===== src/rtl/pfp_pkg.sv =====
package pfp_pkg;
  // ----------------------------------------------------------------
  // Array geometry
  // ----------------------------------------------------------------
  localparam int ADDR_W = 12;
  localparam int DATA_W = 8;
  localparam int ARRAY_DEPTH = 4096;
  localparam logic [11:0] ADDR_START = 12'h000;
  localparam logic [7:0] ERASED_BYTE = 8'hFF;
  localparam int POLL_BIT = 7;
  // ----------------------------------------------------------------
  // Mode-select codes, bits {one,two,three,four}
  // ----------------------------------------------------------------
  localparam logic [3:0] MODE_WRITE_CODE = 4'h7;
  localparam logic [3:0] MODE_WRITE_LOCK1 = 4'hF;
  localparam logic [3:0] MODE_WRITE_LOCK2 = 4'hC;
  localparam logic [3:0] MODE_ERASE = 4'h8;
  localparam logic [3:0] MODE_READ_CODE = 4'h3;
  localparam logic [3:0] MODE_READ_SIG = 4'h0;
  // ----------------------------------------------------------------
  // Timing, at 125 MHz
  // ----------------------------------------------------------------
  localparam int CLK_MHZ = 125;
  localparam int WRITE_MAX_US = 2000;
  localparam int WRITE_CYCLES = WRITE_MAX_US * CLK_MHZ;
  localparam int ERASE_MS = 10;
  localparam int ERASE_CYCLES = ERASE_MS * 1000 * CLK_MHZ;
  localparam int PULSE_CYCLES = 8;
  // ----------------------------------------------------------------
  // Wishbone register map of the programmer
  // ----------------------------------------------------------------
  localparam logic [3:0] REG_CTRL = 4'h0;
  localparam logic [3:0] REG_DATA = 4'h4;
  localparam logic [3:0] REG_STAT = 4'h8;
  localparam logic [3:0] REG_IRQ = 4'hC;
  localparam logic [3:0] REG_MASK = 4'hD;
  localparam int CTRL_GO = 0;
  localparam int CTRL_OP_LSB = 1;
  localparam logic [31:0] UNMAPPED = 32'h0000_0000;
  // Arbitrary neutral identity values
  localparam logic [7:0] SIG0_DEF = 8'hA5;
  localparam logic [7:0] SIG1_DEF = 8'h5A;
  localparam logic [7:0] SIG2_DEF = 8'h3C;
  // Programmer operations
  typedef enum logic [2:0] {
    PFP_OP_WRITE = 3'h0,
    PFP_OP_LOCK1 = 3'h1,
    PFP_OP_LOCK2 = 3'h2,
    PFP_OP_ERASE = 3'h3,
    PFP_OP_READ = 3'h4,
    PFP_OP_SIG = 3'h5,
    PFP_OP_INC = 3'h6,
    PFP_OP_END = 3'h7
  } pfp_op_t;
endpackage : pfp_pkg


===== src/rtl/pfp_link_if.sv =====
`timescale 1ns/100ps
// Programming pins between programmer and device
interface pfp_link_if;
  logic rst_high;
  logic rst_vpp;
  logic increment_pulse_pin;
  logic program_strobe;
  logic [3:0] mode_sel;
  logic [7:0] data_host_o;
  logic data_host_oe;
  logic [7:0] data_dev_o;
  logic data_dev_oe;
  logic ready_busy_pin;
  modport device (
    input rst_high, rst_vpp, increment_pulse_pin, program_strobe, mode_sel,
    input data_host_o, data_host_oe,
    output data_dev_o, data_dev_oe, ready_busy_pin
  );
  modport host (
    output rst_high, rst_vpp, increment_pulse_pin, program_strobe, mode_sel,
    output data_host_o, data_host_oe,
    input data_dev_o, data_dev_oe, ready_busy_pin
  );
endinterface : pfp_link_if


===== src/rtl/pfp_host.sv =====
`timescale 1ns/100ps
// ----------------------------------------------------------------
// Programmer end: Wishbone slave driving the programming pins
// ----------------------------------------------------------------
module pfp_host import pfp_pkg::*; (
  input wire logic mclk,
  input wire logic reset_n,
  input wire logic wb_cyc_i,
  input wire logic wb_stb_i,
  input wire logic wb_we_i,
  input wire logic [3:0] wb_adr_i,
  input wire logic [3:0] wb_sel_i,
  input wire logic [31:0] wb_dat_i,
  output logic [31:0] wb_dat_o,
  output logic wb_ack_o,
  output logic irq,
  pfp_link_if.host link
);
  typedef enum logic [2:0] {
    PFP_H_IDLE = 3'b000,
    PFP_H_SETUP = 3'b001,
    PFP_H_PULSE = 3'b010,
    PFP_H_WAIT = 3'b011,
    PFP_H_READ = 3'b100
  } pfp_hst_t;
  pfp_hst_t st_reg;
  pfp_op_t op_reg; // Current operation
  logic [7:0] wdata_reg; // Byte to write
  logic [7:0] rdata_reg; // Byte read back
  logic [31:0] cnt_reg; // Phase counter
  logic [1:0] irq_reg; // Sticky: done, read ready
  logic [1:0] mask_reg; // Interrupt mask
  logic [1:0] ev; // Events this cycle
  logic rb_s, go;
  logic [7:0] din_s;
  // ----------------------------------------------------------------
  // Pin synchronisers
  // ----------------------------------------------------------------
  // Ready pin idles high, so its flop resets high
  pfp_sync #(.W(9), .RST(9'h001)) u_sync (
    .mclk(mclk),
    .reset_n(reset_n),
    .d({link.data_dev_o, link.ready_busy_pin}),
    .q({din_s, rb_s})
  );
  // Mode code for an operation
  function automatic logic [3:0] mode_of(input pfp_op_t op);
    unique case (op)
      PFP_OP_WRITE: mode_of = MODE_WRITE_CODE;
      PFP_OP_LOCK1: mode_of = MODE_WRITE_LOCK1;
      PFP_OP_LOCK2: mode_of = MODE_WRITE_LOCK2;
      PFP_OP_ERASE: mode_of = MODE_ERASE;
      PFP_OP_SIG: mode_of = MODE_READ_SIG;
      default: mode_of = MODE_READ_CODE;
    endcase
  endfunction : mode_of
  assign go = wb_cyc_i && wb_stb_i && wb_we_i && !wb_ack_o && wb_sel_i[0] &&
              (wb_adr_i == REG_CTRL) && wb_dat_i[CTRL_GO] && (st_reg == PFP_H_IDLE);
  // ----------------------------------------------------------------
  // Wishbone slave
  // ----------------------------------------------------------------
  always_ff @(posedge mclk or negedge reset_n) begin
    if (!reset_n) begin
      wb_ack_o <= 1'b0;
      wb_dat_o <= UNMAPPED;
      wdata_reg <= 8'h00;
      mask_reg <= 2'h0;
      irq_reg <= 2'h0;
    end else begin
      wb_ack_o <= wb_cyc_i && wb_stb_i && !wb_ack_o;
      wb_dat_o <= UNMAPPED;
      irq_reg <= irq_reg | ev;
      if (wb_cyc_i && wb_stb_i && !wb_ack_o) begin
        if (wb_we_i && wb_sel_i[0]) begin
          if (wb_adr_i == REG_DATA) wdata_reg <= wb_dat_i[7:0];
          if (wb_adr_i == REG_MASK) mask_reg <= wb_dat_i[1:0];
          // Write one to clear, new event wins
          if (wb_adr_i == REG_IRQ) irq_reg <= (irq_reg & ~wb_dat_i[1:0]) | ev;
        end else if (!wb_we_i) begin
          unique case (wb_adr_i)
            REG_DATA: wb_dat_o <= {24'h0, rdata_reg};
            REG_STAT: wb_dat_o <= {29'h0, rb_s, st_reg != PFP_H_IDLE, 1'b0};
            REG_IRQ: wb_dat_o <= {30'h0, irq_reg};
            REG_MASK: wb_dat_o <= {30'h0, mask_reg};
            default: wb_dat_o <= UNMAPPED;
          endcase
        end
      end
    end
  end
  always_ff @(posedge mclk or negedge reset_n) begin
    if (!reset_n) irq <= 1'b0;
    else irq <= |((irq_reg | ev) & mask_reg);
  end
  // ----------------------------------------------------------------
  // Pin sequencer
  // ----------------------------------------------------------------
  always_ff @(posedge mclk or negedge reset_n) begin
    if (!reset_n) begin
      st_reg <= PFP_H_IDLE;
      op_reg <= PFP_OP_READ;
      cnt_reg <= '0;
      rdata_reg <= 8'h00;
      ev <= 2'h0;
      link.rst_high <= 1'b0;
      link.rst_vpp <= 1'b0;
      link.increment_pulse_pin <= 1'b0;
      link.program_strobe <= 1'b1;
      link.mode_sel <= MODE_READ_CODE;
      link.data_host_o <= 8'h00;
      link.data_host_oe <= 1'b0;
    end else begin
      ev <= 2'h0;
      cnt_reg <= cnt_reg + 32'h1;
      unique case (st_reg)
        PFP_H_IDLE: begin
          if (go) begin
            op_reg <= pfp_op_t'(wb_dat_i[CTRL_OP_LSB +: 3]);
            cnt_reg <= '0;
            st_reg <= PFP_H_SETUP;
            link.rst_high <= 1'b1;
          end
        end
        PFP_H_SETUP: begin
          link.mode_sel <= mode_of(op_reg);
          if (op_reg == PFP_OP_INC || op_reg == PFP_OP_END) begin
            link.increment_pulse_pin <= 1'b1;
            cnt_reg <= '0;
            st_reg <= PFP_H_PULSE;
          end else if (op_reg == PFP_OP_READ || op_reg == PFP_OP_SIG) begin
            cnt_reg <= '0;
            st_reg <= PFP_H_READ;
          end else if (cnt_reg >= 32'(PULSE_CYCLES)) begin
            link.data_host_o <= wdata_reg;
            link.data_host_oe <= 1'b1;
            link.rst_vpp <= 1'b1;
            link.program_strobe <= 1'b0;
            cnt_reg <= '0;
            st_reg <= PFP_H_PULSE;
          end
        end
        PFP_H_PULSE: begin
          if (cnt_reg >= ((op_reg == PFP_OP_ERASE) ? 32'(ERASE_CYCLES + PULSE_CYCLES) :
                          32'(PULSE_CYCLES))) begin
            link.program_strobe <= 1'b1;
            link.increment_pulse_pin <= 1'b0;
            cnt_reg <= '0;
            st_reg <= PFP_H_WAIT;
          end
        end
        PFP_H_WAIT: begin
          // Poll the written byte at logic high while busy
          if (cnt_reg == 32'(PULSE_CYCLES) && op_reg == PFP_OP_WRITE) begin
            link.rst_vpp <= 1'b0;
            link.data_host_oe <= 1'b0;
            link.mode_sel <= MODE_READ_CODE;
          end
          // Finish once the device reports ready
          if (cnt_reg >= 32'(PULSE_CYCLES) && rb_s) begin
            link.rst_vpp <= 1'b0;
            link.data_host_oe <= 1'b0;
            if (op_reg == PFP_OP_END) begin
              // Increment low first, then reset low
              link.rst_high <= 1'b0;
            end
            ev <= 2'h1;
            st_reg <= PFP_H_IDLE;
          end
        end
        PFP_H_READ: begin
          if (cnt_reg >= 32'(PULSE_CYCLES)) begin
            rdata_reg <= din_s;
            ev <= 2'h2;
            st_reg <= PFP_H_IDLE;
          end
        end
        default: st_reg <= PFP_H_IDLE;
      endcase
    end
  end
endmodule : pfp_host


===== src/rtl/pfp_sync.sv =====
`timescale 1ns/100ps
// Two-flop synchroniser bank for pin inputs
module pfp_sync import pfp_pkg::*; #(
  parameter int W = 1,
  parameter logic [W-1:0] RST = '0 // Reset level per bit; matches pin idle levels except device mode_sel, which resets to zero
) (
  input wire logic mclk,
  input wire logic reset_n,
  input wire logic [W-1:0] d,
  output logic [W-1:0] q
);
  logic [W-1:0] meta_reg;
  always_ff @(posedge mclk or negedge reset_n) begin
    if (!reset_n) begin
      meta_reg <= RST;
      q <= RST;
    end else begin
      meta_reg <= d;
      q <= meta_reg;
    end
  end
endmodule : pfp_sync


===== src/flat_wrapper.sv =====
// flat-port wrapper written by rule: the top's interface ports become plain ports
module pfp_host_flat import pfp_pkg::*;
  (mclk, reset_n, wb_cyc_i, wb_stb_i, wb_we_i, wb_adr_i, wb_sel_i, wb_dat_i, wb_dat_o, wb_ack_o, irq, link_rst_high, link_rst_vpp, link_increment_pulse_pin, link_program_strobe, link_mode_sel, link_data_host_o, link_data_host_oe, link_data_dev_o, link_data_dev_oe, link_ready_busy_pin);
  pfp_link_if link_i ();
  input wire logic mclk;
  input wire logic reset_n;
  input wire logic wb_cyc_i;
  input wire logic wb_stb_i;
  input wire logic wb_we_i;
  input wire logic [3:0] wb_adr_i;
  input wire logic [3:0] wb_sel_i;
  input wire logic [31:0] wb_dat_i;
  output logic [31:0] wb_dat_o;
  output logic wb_ack_o;
  output logic irq;
  output wire logic [$bits(link_i.rst_high)-1:0] link_rst_high;
  output wire logic [$bits(link_i.rst_vpp)-1:0] link_rst_vpp;
  output wire logic [$bits(link_i.increment_pulse_pin)-1:0] link_increment_pulse_pin;
  output wire logic [$bits(link_i.program_strobe)-1:0] link_program_strobe;
  output wire logic [$bits(link_i.mode_sel)-1:0] link_mode_sel;
  output wire logic [$bits(link_i.data_host_o)-1:0] link_data_host_o;
  output wire logic [$bits(link_i.data_host_oe)-1:0] link_data_host_oe;
  input wire logic [$bits(link_i.data_dev_o)-1:0] link_data_dev_o;
  input wire logic [$bits(link_i.data_dev_oe)-1:0] link_data_dev_oe;
  input wire logic [$bits(link_i.ready_busy_pin)-1:0] link_ready_busy_pin;
  assign link_rst_high = link_i.rst_high;
  assign link_rst_vpp = link_i.rst_vpp;
  assign link_increment_pulse_pin = link_i.increment_pulse_pin;
  assign link_program_strobe = link_i.program_strobe;
  assign link_mode_sel = link_i.mode_sel;
  assign link_data_host_o = link_i.data_host_o;
  assign link_data_host_oe = link_i.data_host_oe;
  assign link_i.data_dev_o = link_data_dev_o;
  assign link_i.data_dev_oe = link_data_dev_oe;
  assign link_i.ready_busy_pin = link_ready_busy_pin;
  pfp_host u_core (.mclk(mclk), .reset_n(reset_n), .wb_cyc_i(wb_cyc_i), .wb_stb_i(wb_stb_i), .wb_we_i(wb_we_i), .wb_adr_i(wb_adr_i), .wb_sel_i(wb_sel_i), .wb_dat_i(wb_dat_i), .wb_dat_o(wb_dat_o), .wb_ack_o(wb_ack_o), .irq(irq), .link(link_i));
endmodule

===== config.mk =====
export PLATFORM = sky130hd
export DESIGN_NAME = pfp_host_flat
export DESIGN_NICKNAME = d
export VERILOG_FILES = /design/src/rtl/pfp_pkg.sv /design/src/rtl/pfp_link_if.sv /design/src/rtl/pfp_host.sv /design/src/rtl/pfp_sync.sv /design/src/flat_wrapper.sv
export SDC_FILE = /design/constraint.sdc
export NUM_CORES = 1
export LEC_CHECK = 0
export BUFFER_PORTS_ARGS = -buffer_cell sky130_fd_sc_hd__buf_2
export CAP_MARGIN = 20
export CORE_MARGIN = 2
export CORE_UTILIZATION = 49
export DETAILED_ROUTE_END_ITERATION = 10
export GPL_ROUTABILITY_DRIVEN = 0
export HOLD_SLACK_MARGIN = 0.05
export PLACE_DENSITY = 0.82
export SLEW_MARGIN = 5
export SYNTH_ARGS = -nofsm -noshare
export SYNTH_HDL_FRONTEND = slang
export SYNTH_HIERARCHICAL = 1
export SYNTH_SLANG_ARGS = --single-unit

===== constraint.sdc =====
create_clock -name mclk -period 2.55 [get_ports mclk]
set_input_delay 0.255 -clock mclk [delete_from_list [all_inputs] [get_ports mclk]]
set_output_delay 0.255 -clock mclk [all_outputs]
set_load 0.01 [all_outputs]

==> results.md <==
- TritonCTS clock tree: yes
- Drt initial violations: 200
- Diodes inserted: 0
- Worst min path class: input pin to flip-flop
- Global route total overflow: 0
- Fmax: 396.3 MHz
- Area Growth Syn to Fin: 16.88%
- CP required: 2.85 ns
- Layout Nets: 578
- Leading area contributor after synthesis: dfrtp_1
- First-pass GRT wire length: 16620 µm
- Fin crit share: 0.9897
- Initial Utilization: 0.5042
- Ports: 106
- Flip-flop count of the largest register after layout: 32
- Post-synthesis register bit count: 103
- Delay-heaviest family, CP: compound AO/OA/AOI/OAI gates
- Initial antenna violation count: 0
- Share of cells above drive strength 1: 0.2819
- Latest clock arrival within the worst-skew pair: 0.38 ns
- Clock Tree Buf Depth: 2
- Worst-path clk slew: 0.11 ns
- Router iterations before antenna repair: 5
- Min-Delay Endpoint: u_core/wdata_reg[5]$_DFFE_PN0P_
- Die X: 104.1 µm
- Sink Count: 103
- Antenna-violating nets left: 0
- Non-filler cells, final: 651
- Cts bufs inserted: 9
- Hold wc startpoint: wb_dat_i[5]
- Vias per std cell: 5.522
- Worst r2r src: u_core/op_reg[0]$_DFFE_PN0P_
- Post-synth EDFFs: 0
- FFs w/ async S/R, synth: 1.000
- Worst-path maximum fanout: 8
- Critical Path, Cell by Cell: nand2_1 > or2_4 > ha_2 > a2111oi_4 > nor2b_2 > o41a_1 > a31o_2 > buf_4 > a22oi_1
- Cell variety after synth: 58
- Total of warnings raised by yosys: 6
- Min Hold Slack: 0.1050 ns
- Global Route Usage Sum: 0.1889
- Flop2flop setup slack: 0.03 ns
- Outcome: finished clean
- Drt drc: 0
- Worst Max-Slew Pin Slew: 0.5883 ns
- Post-layout min period: 2.524 ns
- Final hold vios: 0
- Hpwl dp: 6863 µm
- FF-to-FF End: u_core/cnt_reg[31]$_DFF_PN0_
- Max_cap viols: 0
- Mean Syn Cell Area: 11.15 µm²
- Post-Syn Area: 4906 µm²
- Slew Limit Fails: 0
- Routed length per instance: 15.54 µm
- Final WL: 10110 µm
- Clk_skew: 0.01105 ns
- Top post-synthesis cells by area: dfrtp_1, mux2_2, buf_4, a21oi_1, xnor2_1
- FP Rows: 36
- # H-tree levels: 3
- Core area: 9729 µm²
- Hold path depth: 2
- Max transition margin: 0.6048
- Worst ir drop on vdd: 0.3362 mV
- Fill count: 799
- Commonest cells post-synth: dfrtp_1, a21oi_1, buf_4
- Worst path max stage delay: 0.39 ns
- WP buf/inv: 1
- Leakage power: 2.758 nW
- Die Area: 10830 µm²
- Post-Syn Instances: 440
- Pwr Density: 763.5 nW/µm²
- Die H: 104.1 µm
- Seq/Total Area, Yosys: 0.5267
- CP max-delay cell: o41a_1
- Vias in the first global route: 3507
- Final worst slack: 0.02639 ns
- Yosys top cell area share: 0.4999
- Top_reg_cell synth: dfrtp_1
- Startpoint types: flip-flop
- Top-count cell post-synth: dfrtp_1
- Dpl cells: 622
- Crit Path Class: flip-flop to flip-flop
- Pre-CTS setup slack: -0.09253 ns
- Count of final setup violators: 0
- WP data arrival: 2.82 ns
- R2R depth: 9
- Largest net degree at the start of global routing: 75
- CTS Root Cell: clkbuf_8
- Vias: 3595
- Worst setup EP type: flip-flop
- Port Buffers: 53
## report_power, final
group	switching [mW]	internal [mW]	total, mW
sequential	0.124	1.81	1.93
clock	0.616	0.486	1.10
combinational	0.795	0.550	1.34
## final cells by class
class / instances / area, µm² / area share
Tap cell: 133 / 166.4 / 0.02902
Clock inverter: 7 / 97.59 / 0.01702
Clock buffer: 9 / 123.9 / 0.02160
Inverter: 12 / 45.04 / 0.007855
Sequential cell: 103 / 2584 / 0.4506
Timing Repair Buffer: 86 / 569.3 / 0.09928
Multi-Input combinational cell: 301 / 2148 / 0.3746
## how the worst max path moves through the flow
stage | slack [ns] | cells after the start | end | startpoint
after floorplan | 0.0004 | 7 | u_core/rdata_reg[0]$_DFFE_PN0P_ | u_core/cnt_reg[13]$_DFF_PN0_
after global placement | -0.001 | 6 | u_core/cnt_reg[14]$_DFF_PN0_ | u_core/cnt_reg[13]$_DFF_PN0_
after detailed placement | -0.09 | 6 | u_core/cnt_reg[21]$_DFF_PN0_ | u_core/cnt_reg[13]$_DFF_PN0_
after CTS | 0.01 | 9 | u_core/cnt_reg[21]$_DFF_PN0_ | u_core/op_reg[0]$_DFFE_PN0P_
after global routing | -0.05 | 9 | u_core/cnt_reg[31]$_DFF_PN0_ | u_core/op_reg[0]$_DFFE_PN0P_
final | 0.03 | 9 | u_core/cnt_reg[31]$_DFF_PN0_ | u_core/op_reg[0]$_DFFE_PN0P_
## cells by family after synthesis
logic type / after synthesis / share of synthesized area
multiplexers: 30 / 0.07473
AND/OR/NAND/NOR: 131 / 0.1530
XOR/XNOR: 27 / 0.04820
buffers and inverters: 59 / 0.06809
other: 1 / 0.0007644
AO/OA/AOI/OAI: 78 / 0.1010
flip-flops: 103 / 0.5267
adder cells (fa/ha/maj): 11 / 0.02754
## through the flow
stage,utilization,total power [mW],TNS (ns),instance area (µm²)
2_1_floorplan,-,2.780,0,4997
3_3_place_gp,0.5464,3.158,-0.001870,5316
3_5_place_dp,0.5464,3.208,-1.706,5316
4_1_cts,0.5805,4.343,0,5648
5_1_grt,0.5894,4.626,-0.7230,5734
6_report,0.5894,4.378,0,5734
## worst register-to-register path: stages (launching register included)
cell and delay [ns]:
dfrtp_1 0.37, nand2_1 0.08, or2_4 0.31, ha_2 0.22, a2111oi_4 0.37, nor2b_2 0.09
o41a_1 0.39, a31o_2 0.26, buf_4 0.17, a22oi_1 0.20
## repair_timing
action                                  4_1_cts  5_1_grt
hold endpoints to repair                     36        0
gates resized for setup                       3       14
hold buffers                                 10        0
endpoints found under the setup margin       42       35
setup buffers                                 0        3
pin swaps                                     0        2
## per-layer routing
metal | wire length, µm | up-vias | track usage
met4 | 178 | 0 | 0.06467
met5 | 0 | - | 0
met3 | 517 | 13 | 0.04323
met1 | 4272 | 1783 | 0.2401
li1 | - | 1669 | -
met2 | 5146 | 130 | 0.3191
## layout by cell type, fill, tap and decap left out, types with 3 or more instances in the layout
master and instances:
xnor2_1 17, ha_1 8, mux2_4 8, clkbuf_8 9, and4_1 6, nor2b_1 4, dfstp_2 5, mux2_2 21
a21o_1 5, nor4_1 17, a21oi_2 3, buf_2 52, and3_1 4, buf_4 21, a22oi_1 3, dfrtp_1 98
o21ai_0 8, nand2_1 20, or3_1 5, and2_1 7, nand3_1 15, nand2b_1 3, nand4_1 11, xor2_1 10
conb_1 24, inv_1 12, nor3_1 6, nor2_1 16, a21oi_1 35, dlygate4sd3_1 10, inv_8 3
Note: power is estimated with default switching activity, not from simulation.
